<file path="config.mk">
export PLATFORM = sky130hd
export DESIGN_NAME = dsr_host_end_flat
export DESIGN_NICKNAME = d
export VERILOG_FILES = /design/src/logic/dsr_pkg.sv /design/src/logic/dsr_link_if.sv /design/src/logic/dsr_fifo.sv /design/src/logic/dsr_host_end.sv /design/src/flat_wrapper.sv
export SDC_FILE = /design/constraint.sdc
export NUM_CORES = 1
export LEC_CHECK = 0
export BUFFER_PORTS_ARGS = -buffer_cell sky130_fd_sc_hd__clkbuf_2
export CORE_UTILIZATION = 40
export DETAILED_ROUTE_END_ITERATION = 12
export HOLD_SLACK_MARGIN = 0.06
export PLACE_DENSITY_LB_ADDON = 0.15
export SETUP_SLACK_MARGIN = 0.4
export SYNTH_ARGS = -nofsm -noshare
export SYNTH_HDL_FRONTEND = slang
export SYNTH_HIERARCHICAL = 1
export SYNTH_SLANG_ARGS = --single-unit
</file>
<file path="constraint.sdc">
create_clock -name clock -period 8.4 [get_ports clock]
set_input_delay 0.84 -clock clock [delete_from_list [all_inputs] [get_ports clock]]
set_output_delay 0.84 -clock clock [all_outputs]
set_load 0.05 [all_outputs]
</file>
<file path="src/logic/dsr_pkg.sv">
`default_nettype none
package dsr_pkg;
    // serial frame geometry
    localparam int       RES_BITS      = 12;
    localparam int       CNT_W         = 6;
    localparam int       FIFO_DEPTH    = 8;
    localparam int       FIFO_WIDTH    = 64;
    localparam logic [5:0] PD_EDGE_MIN   = 6'h02;
    localparam logic [5:0] PD_EDGE_MAX   = 6'h0A;
    localparam logic [5:0] TRACK_EDGE    = 6'h0D;
    localparam logic [5:0] MSB_EDGE      = 6'h02;
    localparam logic [5:0] CONV_EDGES    = 6'h0E;
    localparam logic [5:0] WORD_EDGES    = 6'h10;
    localparam logic [5:0] DUAL_END_EDGE = 6'h20;
    localparam logic [5:0] DUMMY_EDGES   = 6'h10;
    // timing, in ns and in 100 MHz cycles
    localparam int CLK_NS        = 10;
    localparam int FULL_WAKE_NS  = 1500000;
    localparam int PART_WAKE_NS  = 1000;
    localparam int PART_DOWN_NS  = 67000;
    localparam int FULL_WAKE_CYC = (FULL_WAKE_NS + CLK_NS - 1) / CLK_NS;
    localparam int PART_WAKE_CYC = (PART_WAKE_NS + CLK_NS - 1) / CLK_NS;
    localparam int PART_DOWN_CYC = (PART_DOWN_NS + CLK_NS - 1) / CLK_NS;
    localparam int QUIET_CYC     = 4;
    localparam int SCLK_HALF_CYC = 8;
    localparam int TMR_W         = 18;
    // wake kinds asked of the host
    localparam logic [1:0] WAKE_NONE = 2'h0;
    localparam logic [1:0] WAKE_PART = 2'h1;
    localparam logic [1:0] WAKE_FULL = 2'h2;

    typedef enum logic [2:0] {
        PWR_NORMAL  = 3'h1,
        PWR_PARTIAL = 3'h2,
        PWR_FULL    = 3'h4
    } dsr_pwr_t;
endpackage
`default_nettype wire

</file>
<file path="src/logic/dsr_link_if.sv">
`timescale 1ns/100ps
`default_nettype none
interface dsr_link_if;
    logic selN;
    logic sclk;
    logic lineAOut;
    logic lineAOe;
    logic lineBOut;
    logic lineBOe;
    modport device (input selN, input sclk, output lineAOut,
                    output lineAOe, output lineBOut, output lineBOe);
    modport host   (output selN, output sclk, input lineAOut,
                    input lineBOut);
endinterface
`default_nettype wire

</file>
<file path="src/logic/dsr_fifo.sv">
`timescale 1ns/100ps
`default_nettype none
module dsr_fifo #(
    parameter int WIDTH = 64,
    parameter int DEPTH = 8
) (
    input  wire logic             clock,
    input  wire logic             srst,
    input  wire logic             inValid,
    output logic                  inReady,
    input  wire logic [WIDTH-1:0] inData,
    output logic                  outValid,
    input  wire logic             outReady,
    output logic      [WIDTH-1:0] outData
);
    localparam int AW = $clog2(DEPTH);
    logic [WIDTH-1:0] mem [DEPTH];
    logic [AW-1:0]    wrPtr;
    logic [AW-1:0]    rdPtr;
    logic [AW:0]      count;
    logic             doWr;
    logic             doRd;

    // honest full and empty from the fill count
    assign inReady  = count != (AW+1)'(DEPTH);
    assign outValid = count != '0;
    assign outData  = mem[rdPtr];
    assign doWr     = inValid & inReady;
    assign doRd     = outValid & outReady;

    // storage
    always_ff @(posedge clock) begin
        if (doWr) begin
            mem[wrPtr] <= inData;
        end
    end

    // pointers and count
    always_ff @(posedge clock) begin
        if (srst) begin
            wrPtr <= '0;
            rdPtr <= '0;
            count <= '0;
        end else begin
            if (doWr) begin
                wrPtr <= (wrPtr == AW'(DEPTH - 1)) ? '0 : wrPtr + 1'b1;
            end
            if (doRd) begin
                rdPtr <= (rdPtr == AW'(DEPTH - 1)) ? '0 : rdPtr + 1'b1;
            end
            count <= count + (AW+1)'(doWr) - (AW+1)'(doRd);
        end
    end
endmodule // dsr_fifo
`default_nettype wire

</file>
<file path="src/logic/dsr_host_end.sv">
`timescale 1ns/100ps
`default_nettype none
module dsr_host_end
    import dsr_pkg::*;
#(
    parameter int FULL_WAKE = FULL_WAKE_CYC,
    parameter int PART_DOWN = PART_DOWN_CYC,
    parameter int HALF_CYC  = SCLK_HALF_CYC
) (
    input  wire logic              clock,
    input  wire logic              srst,
    dsr_link_if.host               link,
    input  wire logic              cmdValid,
    output logic                   cmdReady,
    input  wire logic [CNT_W-1:0]  cmdEdges,
    input  wire logic [1:0]        cmdWake,
    output logic                   rspValid,
    input  wire logic              rspReady,
    output logic [FIFO_WIDTH-1:0]  rspData
);
    typedef enum logic [4:0] {
        H_IDLE  = 5'h01,
        H_SETUP = 5'h02,
        H_CLOCK = 5'h04,
        H_QUIET = 5'h08,
        H_WAIT  = 5'h10
    } dsr_hst_t;

    dsr_hst_t          state;
    logic [1:0]        aSync;
    logic [1:0]        bSync;
    logic [7:0]        divCnt;
    logic [CNT_W-1:0]  edgeCnt;
    logic [CNT_W-1:0]  target;
    logic [1:0]        wake;
    logic              boot;
    logic [31:0]       shA;
    logic [31:0]       shB;
    logic [TMR_W-1:0]  frameTmr;
    logic [TMR_W-1:0]  downTmr;
    logic [TMR_W-1:0]  need;
    logic              halfDone;
    logic              take;
    logic              fifoInReady;
    logic              fifoOutValid;
    logic [FIFO_WIDTH-1:0] fifoOut;
    logic              pop;
    logic              push;

    ////////////////////////////////////////////////////////////////////
    // result pins come from another domain
    always_ff @(posedge clock) begin
        if (srst) begin
            aSync <= '0;
            bSync <= '0;
        end else begin
            aSync <= {aSync[0], link.lineAOut};
            bSync <= {bSync[0], link.lineBOut};
        end
    end

    assign halfDone = divCnt == 8'(HALF_CYC - 1);
    assign take     = state == H_IDLE && cmdValid && cmdReady;
    assign push     = state == H_QUIET && target >= CONV_EDGES;
    // wait from select fall before the next frame
    always_comb begin
        case (wake)
            WAKE_FULL: need = TMR_W'(FULL_WAKE);
            WAKE_PART: need = (downTmr < TMR_W'(PART_DOWN)) ?
                              TMR_W'(FULL_WAKE) :
                              TMR_W'(PART_WAKE_CYC);
            default:   need = TMR_W'(QUIET_CYC);
        endcase
    end

    ////////////////////////////////////////////////////////////////////
    // frame sequencer
    always_ff @(posedge clock) begin
        if (srst) begin
            state     <= H_IDLE;
            link.selN <= 1'b1;
            link.sclk <= 1'b1;
            divCnt    <= '0;
            edgeCnt   <= '0;
            target    <= '0;
            wake      <= WAKE_NONE;
            boot      <= 1'b1;
            cmdReady  <= 1'b0;
            shA       <= '0;
            shB       <= '0;
        end else begin
            divCnt <= halfDone ? 8'h00 : divCnt + 8'h01;
            case (state)
                H_IDLE: begin
                    divCnt <= '0;
                    if (boot) begin
                        // one dummy frame after power-on
                        boot      <= 1'b0;
                        target    <= DUMMY_EDGES;
                        wake      <= WAKE_PART;
                        link.selN <= 1'b0;
                        shA       <= '0;
                        shB       <= '0;
                        state     <= H_SETUP;
                        cmdReady  <= 1'b0;
                    end else if (take) begin
                        // command frames of any length
                        target    <= cmdEdges;
                        wake      <= cmdWake;
                        link.selN <= 1'b0;
                        shA       <= '0;
                        shB       <= '0;
                        state     <= H_SETUP;
                        cmdReady  <= 1'b0;
                    end else begin
                        cmdReady <= fifoInReady;
                    end
                end
                H_SETUP: begin
                    if (halfDone) begin
                        link.sclk <= 1'b0;
                        edgeCnt   <= 6'h01;
                        state     <= H_CLOCK;
                    end
                end
                H_CLOCK: begin
                    if (halfDone && !link.sclk) begin
                        // rising edge k carries fall k's bit
                        link.sclk <= 1'b1;
                        shA <= {shA[30:0], aSync[1]};
                        shB <= {shB[30:0], bSync[1]};
                        if (edgeCnt >= target) begin
                            link.selN <= 1'b1;
                            state     <= H_QUIET;
                        end
                    end else if (halfDone) begin
                        link.sclk <= 1'b0;
                        edgeCnt   <= edgeCnt + 6'h01;
                    end
                end
                H_QUIET: begin
                    state <= H_WAIT;
                end
                H_WAIT: begin
                    if (frameTmr >= need) begin
                        state <= H_IDLE;
                    end
                end
                default: state <= H_IDLE;
            endcase
        end
    end

    ////////////////////////////////////////////////////////////////////
    // time since select fall, time spent powered down
    always_ff @(posedge clock) begin
        if (srst) begin
            frameTmr <= '0;
            downTmr  <= '0;
        end else begin
            if (state == H_IDLE && (boot || take)) begin
                frameTmr <= '0;
            end else if (frameTmr != '1) begin
                frameTmr <= frameTmr + 1'b1;
            end
            if (state == H_QUIET && target >= PD_EDGE_MIN &&
                target < PD_EDGE_MAX) begin
                downTmr <= '0;
            end else if (downTmr != '1) begin
                downTmr <= downTmr + 1'b1;
            end
        end
    end

    ////////////////////////////////////////////////////////////////////
    // result buffer; a full one holds off new commands
    dsr_fifo #(.WIDTH(FIFO_WIDTH), .DEPTH(FIFO_DEPTH)) resultFifo (
        .clock    (clock),
        .srst     (srst),
        .inValid  (push),
        .inReady  (fifoInReady),
        .inData   ({shA, shB}),
        .outValid (fifoOutValid),
        .outReady (pop),
        .outData  (fifoOut)
    );

    // registered answer stage
    assign pop = fifoOutValid && (!rspValid || rspReady);
    always_ff @(posedge clock) begin
        if (srst) begin
            rspValid <= 1'b0;
            rspData  <= '0;
        end else if (pop) begin
            rspValid <= 1'b1;
            rspData  <= fifoOut;
        end else if (rspReady) begin
            rspValid <= 1'b0;
        end
    end
endmodule // dsr_host_end
`default_nettype wire

</file>
<file path="src/flat_wrapper.sv">
// flat-port wrapper written by rule: the top's interface ports become plain ports
module dsr_host_end_flat import dsr_pkg::*;
#(
    parameter int FULL_WAKE = FULL_WAKE_CYC,
    parameter int PART_DOWN = PART_DOWN_CYC,
    parameter int HALF_CYC  = SCLK_HALF_CYC
)
  (clock, srst, cmdValid, cmdReady, cmdEdges, cmdWake, rspValid, rspReady, rspData, link_selN, link_sclk, link_lineAOut, link_lineBOut);
  dsr_link_if link_i ();
  input  wire logic clock;
  input  wire logic srst;
  input  wire logic cmdValid;
  output logic cmdReady;
  input  wire logic [CNT_W-1:0] cmdEdges;
  input  wire logic [1:0] cmdWake;
  output logic rspValid;
  input  wire logic rspReady;
  output logic [FIFO_WIDTH-1:0] rspData;
  output wire logic [$bits(link_i.selN)-1:0] link_selN;
  output wire logic [$bits(link_i.sclk)-1:0] link_sclk;
  input wire logic [$bits(link_i.lineAOut)-1:0] link_lineAOut;
  input wire logic [$bits(link_i.lineBOut)-1:0] link_lineBOut;
  assign link_selN = link_i.selN;
  assign link_sclk = link_i.sclk;
  assign link_i.lineAOut = link_lineAOut;
  assign link_i.lineBOut = link_lineBOut;
  dsr_host_end #(.FULL_WAKE(FULL_WAKE), .PART_DOWN(PART_DOWN), .HALF_CYC(HALF_CYC)) u_core (.clock(clock), .srst(srst), .link(link_i), .cmdValid(cmdValid), .cmdReady(cmdReady), .cmdEdges(cmdEdges), .cmdWake(cmdWake), .rspValid(rspValid), .rspReady(rspReady), .rspData(rspData));
endmodule
</file>
==> results of run 1 <==
==> stage by stage <==
stage               instances  instance area, um2  utilization, %
CTS                      2880               31820           46.24
detailed placement       2738               29320           42.60
global route             2880               31820           46.24
global placement         2738               29320           42.60
finish                   2880               31820           46.24
floorplan                1793               27960               -
==> cell type report <==
class | count | area share (%)
Clock buffer | 120 | 6.947
Clock inverter | 22 | 0.9240
Inverter | 25 | 0.2949
Multi-Input combinational cell | 954 | 24.57
Sequential cell | 725 | 61.75
Tap cell | 931 | 3.660
Timing Repair Buffer | 103 | 1.852
==> kinds of logic after synthesis <==
kind of cell    count (synthesis)
flops                         725
fa+ha+maj                      35
buf+inv                       114
mux                           198
simple gates                  488
compound gates                194
xor+xnor                       39
==> layer usage <==
layer	share of wire (%)	global-route usage, %	wire length (um)
met5	0	0	0
met4	1.8	4.272	1083
met1	45	23.32	26760
met3	4.2	3.211	2500
met2	49	27.94	28880
==> cells in the final DEF, fill, tap and decap left out, drive strengths merged, types with 2 or more instances in the layout <==
master | Yosys | final
a21o | 4 | 4
a21oi | 148 | 148
a221o | 2 | 2
a311oi | 3 | 3
a31oi | 4 | 4
and2 | 5 | 5
and3 | 8 | 8
and4 | 6 | 6
buf | 46 | 23
bufinv | 0 | 6
clkbuf | 43 | 200
clkinv | 0 | 11
clkinvlp | 0 | 3
dfxtp | 213 | 213
edfxtp | 512 | 512
ha | 34 | 34
inv | 25 | 27
mux2 | 65 | 65
mux2i | 5 | 5
mux4 | 128 | 128
nand2 | 289 | 289
nand2b | 18 | 18
nand3 | 31 | 31
nand3b | 3 | 3
nand4 | 9 | 9
nand4b | 2 | 2
nor2 | 65 | 65
nor2b | 10 | 10
nor3 | 22 | 22
nor4 | 9 | 9
o2111ai | 2 | 2
o21ai | 13 | 13
o21bai | 4 | 4
or3 | 2 | 2
or3b | 3 | 3
xnor2 | 17 | 17
xor2 | 22 | 22
==> where the power goes <==
part	internal, mW	total [mW]	switching [mW]
logic	0.637	1.89	1.26
clock network	2.00	3.36	1.36
registers	3.94	4.08	0.147
==> flip-flops by register name, indices dropped and copies added (netlist names), 2 cells and up, named ones only <==
name / count
u_core/resultFifo/mem: 512
u_core/rspData: 64
u_core/shA: 32
u_core/shB: 32
u_core/downTmr: 18
u_core/frameTmr: 18
u_core/divCnt: 8
u_core/edgeCnt: 6
u_core/target: 6
u_core/state: 5
u_core/resultFifo/count: 4
u_core/resultFifo/rdPtr: 3
u_core/resultFifo/wrPtr: 3
u_core/aSync: 2
u_core/bSync: 2
u_core/wake: 2
==> final timing paths <==
path,slack [ns],startpoint,endpoint
setup / recovery,4.54,u_core/resultFifo/count[2],u_core/resultFifo/count[2]
hold / removal,0.44,u_core/bSync[1],u_core/shB[0]
setup reg to reg,4.54,u_core/resultFifo/count[2],u_core/resultFifo/count[2]
hold reg to reg,0.44,u_core/bSync[1],u_core/shB[0]
==> critical path, delay by kind of cell, from the launching register on <==
family                   cells  cell delay (ns)
adder cells (fa/ha/maj)      4             1.01
flip-flops                   1             0.30
AND/OR/NAND/NOR              4             0.96
buffers and inverters        4             1.30
XOR/XNOR                     1             0.14
==> impl_metrics.tcl, run 1 <==
set metrics [dict create \
    status "finished clean" \
    clock_latency_ns 0.61 \
    cts.sink_count 725 \
    ios 82 \
    rows 96 \
    synth_compound_area_share_pct 3.938 \
    die_area_um2 70960 \
    ys_top_cells_by_area "edfxtp_1 (55%), dfxtp_1 (15%), mux4_2 (10%)" \
    cts_setup_buffers 0 \
    dr.first_iter.drc_count 979 \
    path_class "reg -> reg" \
    avgSynthCellArea_um2 15.59 \
    whs_ns 0.4389 \
    rsz0062_at_grt "false" \
    cpMostUsedCell "ha_1" \
    synth_top_family_by_area "multiplexers" \
    multi_input_area_um2 7820 \
    cp_max_fo 65 \
    p_leak_nw 10.47 \
    ir_drop_v 0.0001943 \
    synthFlopType "edfxtp_1" \
    fin_crit_sh_pct 45.94 \
    antenna_found_initial 0 \
    postCtsResizedCells 0 \
    die_w_um 266.4 \
    cts-htree-levels 3 \
    start_util_pct 40.62 \
    cts_root_buf "clkbuf_16" \
    syn2layout_area_growth_pct 13.82 \
    wire_per_inst_um 20.56 \
    slowest_delay_ns 0.69 \
    reg2reg_depth 13 \
    async_reset_ff_share_pct 0 \
    synth-adder-area-share_pct 1.593 \
    tightest_slew_ns 1.080 \
    endpoint_kind "register" \
    synth_warnings 6 \
    synth_mux_area_share_pct 13.11 \
    vias 14930 \
    setup_violations 0 \
    synthCells 1793 \
    cp.required_ns 8.88 \
    synthDominantCellAreaShare_pct 54.99 \
    slew_headroom_pct 27.97 \
    final_nets 1935 \
    viasPerCell 5.185 \
    grt_max_degree 110 \
    start_kind "register" \
    gr-total-overflow 0 \
    grt_use_total_pct 17.03 \
    clk_pin_slew_ns 0.06 \
    syn-cell-area_um2 27960 \
    n_antenna_cell 0 \
    dr.pass1.iters 5 \
    hold_class "reg -> reg" \
    finalSetupTns_ns 0 \
    fillCellCount 5932 \
    place_congestion 0.7418 \
    setup_slack_ns 4.541 \
    regArea_um2 19650 \
    cts_made_buffers 77 \
    place_ws_ns 4.384 \
    synth_edf_count 512 \
    total_power_mw 9.339 \
    max_freq_ghz 0.2592 \
    power.density_nw_per_um2 293.5 \
    portBuffers 81 \
    ys_seq_area_share_pct 70.24 \
    routed_wl_um 59230 \
    clock_skew_ns 0.02120 \
    post-route-drc-count 0 \
    yosysTopAreaCell "edfxtp_1" \
    synth_cell_type_count 70 \
    cp_slowest_cell "buf_4" \
    path_cells "inv_1, ha_1, or3b_2, nand2_2, buf_4, inv_2, and2_1, ha_1, inv_1, ha_1, fa_1, xnor2_1, nor2_1" \
    hold_path_depth 2 \
    finalHoldViolCount 0 \
    post_route_cells_drive_above_1_share_pct 22.47 \
    finalMaxSlewViolations 0 \
    fp.coreArea_um2 68830 \
    grt_pass1_wl_um 91710 \
    arrival_ns 4.34 \
    synth_seq_cells 725 \
    antenna_left 0 \
    dp_hpwl_um 30040 \
    tritoncts "done" \
    grt_pass1_vias 15400 \
    synthXorXnorAreaFrac_pct 1.222 \
    synth-simple-area-share_pct 7.881 \
    cts_hold_buf 0 \
    synth_most_common_cell "edfxtp_1" \
    drv_cap 0 \
    min_period_ns 3.859 \
    cts_buffer_depth 3 \
    synthTopCellsByCount "edfxtp_1 (512), nand2_1 (288), dfxtp_1 (213)" \
    synth_fp_nets 1842 \
    die_h_um 266.4 \
]
(Power assumes the default switching activity.)
==> run 2: changes to the inputs <==
Settings changed: ABC_AREA from default to 1.
Clock period 8.4 ns to 3.3 ns, I/O delays scaled along.
==> impl_metrics.tcl, run 2 <==
set metrics [dict create \
    status "finished clean" \
    gr-total-overflow 0 \
    synth_compound_area_share_pct 3.465 \
    synth_edf_count 512 \
    cts_made_buffers 82 \
    postCtsResizedCells 0 \
    path_cells "nor2_4, nand2_2, nor3_2, inv_1, a21oi_1, buf_4, nand2_8, ha_1, inv_1, ha_1, fa_1, xnor2_1, nor2_1" \
    slew_headroom_pct 32.45 \
    endpoint_kind "register" \
    clk_pin_slew_ns 0.06 \
    combinationalPowerShare_pct 27.8 \
    synth_most_common_cell "nand2_1" \
    p_seq_share_pct 38.8 \
    finalMaxSlewViolations 0 \
    synth_warnings 6 \
    dp_hpwl_um 37910 \
    largest_register_ffs 512 \
    vias 21420 \
    rsz0062_at_grt "false" \
    switching_power_mw 9.511 \
    start_kind "register" \
    tightest_slew_ns 1.013 \
    viasPerCell 4.613 \
    finalHoldViolCount 0 \
    place_ws_ns 0.7288 \
    synthFlopType "edfxtp_1" \
    grt_max_degree 129 \
    max_freq_ghz 0.3842 \
    synth-simple-area-share_pct 22.06 \
    clock_latency_ns 0.64 \
    async_reset_ff_share_pct 0 \
    cts-htree-levels 3 \
    power.density_nw_per_um2 746.9 \
    dr.pass1.iters 5 \
    syn-cell-area_um2 31600 \
    setup_slack_ns 0.6975 \
    clkPwrFrac_pct 33.4 \
    synth-adder-area-share_pct 1.410 \
    finalSetupTns_ns 0 \
    arrival_ns 3.08 \
    finish.utilization_pct 46.08 \
    grt_pass1_vias 20610 \
    cp_slowest_cell "fa_1" \
    die_h_um 283.1 \
    path_class "reg -> reg" \
    layout_commonest_cell "nand2_1" \
    ios 82 \
    p_int_mw 17.28 \
    grt_pass1_wl_um 116100 \
    setup_violations 0 \
    fp.coreArea_um2 77850 \
    place_congestion 0.7990 \
    avgSynthCellArea_um2 9.127 \
    antenna_found_initial 1 \
    regMostFlops "u_core/resultFifo/mem" \
    portBuffers 81 \
    post-route-drc-count 0 \
    cp_max_fo 9 \
    r2r_slack_ns 0.70 \
    die_area_um2 80130 \
    yosysTopAreaCell "edfxtp_1" \
    layout_common_cells "nand2_1 (1,095), inv_1 (626), edfxtp_1 (512)" \
    routed_wl_um 72820 \
    start_util_pct 40.59 \
    top_regs "u_core/resultFifo/mem: 512 flops, u_core/rspData: 64 flops" \
    antenna_left 0 \
    die_w_um 283.1 \
    tritoncts "done" \
    cp.required_ns 3.78 \
    hold_class "in -> reg" \
    wire_per_inst_um 15.68 \
    multi_input_area_um2 8822 \
    final_nets 3582 \
    cts_buffer_depth 3 \
    ir_drop_v 0.0005103 \
    regArea_um2 19650 \
    synth_mux_area_share_pct 0 \
    synth_seq_cells 725 \
    fillCellCount 7555 \
    fin_crit_sh_pct 78.86 \
    cts_setup_buffers 0 \
    cts_root_buf "clkbuf_16" \
    syn2layout_area_growth_pct 13.54 \
    cts.sink_count 725 \
    slowest_delay_ns 0.38 \
    clock_skew_ns 0.02861 \
    grt_use_total_pct 18.34 \
    synth_cell_type_count 43 \
    switching_share_pct 35.50 \
    n_antenna_cell 0 \
    p_leak_nw 15.83 \
    post_route_cells_drive_above_1_share_pct 8.326 \
    synthXorXnorAreaFrac_pct 0.5543 \
    ys_top_cells_by_area "edfxtp_1 (49%), dfxtp_1 (13%), nand2_1 (13%)" \
    synth_top_family_by_area "simple AND/OR/NAND/NOR gates" \
    ys_seq_area_share_pct 62.15 \
    dr.first_iter.drc_count 1256 \
    min_period_ns 2.602 \
    synthCells 3462 \
    synth_fp_nets 3511 \
    cts_hold_buf 11 \
    drv_cap 0 \
    synthTopCellsByCount "nand2_1 (1,098), inv_1 (630), edfxtp_1 (512)" \
    synthDominantCellAreaShare_pct 48.66 \
    rows 102 \
]
==> run 2: cell types whose count changed after synthesis, sizes merged, moves of 69 or more <==
cell / before / now
mux4: 128 / 0
buf: 46 / 115
inv: 25 / 634
nor2: 65 / 213
nand2: 289 / 1101
nand3: 31 / 315
==> run 2: final cells by class <==
cell class	instances	share of cell area, %
clock buffer	112	6.494
multi-input combinational	1955	24.59
clock inverter	42	0.9416
tap	1040	3.627
sequential	725	54.78
inverter	634	6.668
timing repair buffer	135	2.902
==> run 2: critical path: cells and delay by family, from the launching register on <==
kind	cells	cell delay [ns]
xor gates and xnor gates	1	0.15
DFF	1	0.33
and+or+nand+nor	5	0.60
buffers and inverters	3	0.32
adders and majority gates	3	0.92
AOI/OAI and AO/OA	1	0.12
==> run 2: power groups by stage <==
stage               clock network, mW  logic (mW)  registers, mW
floorplan                           0        4.66           11.6
finish                           8.95        7.45           10.4
CTS                              9.19        7.62           10.4
global placement                    0        7.56           10.6
detailed placement                  0        7.58           10.6
global route                     9.56        8.39           10.5
==> run 2: cell families (layout without fill, tap and decap cells) <==
group,Yosys count,in the layout
buffers and inverters,782,923
AO/OA/AOI/OAI,208,208
adder cells (fa/ha/maj),35,35
XOR/XNOR,20,20
AND/OR/NAND/NOR,1692,1692
flip-flops,725,725
==> run 2: layer usage <==
layer | vias to the layer above | wire, um | global-route usage, %
li1 | 11070 | - | -
met1 | 9951 | 34890 | 25.06
met2 | 323 | 33920 | 30.22
met3 | 79 | 2702 | 2.729
met4 | 0 | 1304 | 5.257
met5 | - | 0 | 0
==> run 2: path summary, 6_finish.rpt <==
check | cells past startpoint | end | start
worst max-delay path | 13 | u_core/resultFifo/count[2] | u_core/state[1]
worst min-delay path | 3 | u_core/wake[0] | cmdWake[0]
worst max register to register | 13 | u_core/resultFifo/count[2] | u_core/state[1]
worst min register to register | 2 | u_core/bSync[1] | u_core/bSync[0]
==> run 2: metrics by stage <==
step | instances | hold slack (ns) | power (mW) | instance area (um2)
4_1_cts | 4643 | 0.06370 | 27.21 | 35880
6_report | 4643 | 0.1068 | 26.79 | 35880
3_5_place_dp | 4478 | 0.3989 | 18.18 | 33100
5_1_grt | 4643 | 0.1226 | 28.41 | 35880
3_3_place_gp | 4478 | 0.4116 | 18.15 | 33100
2_1_floorplan | 3462 | 0.3883 | 16.25 | 31720
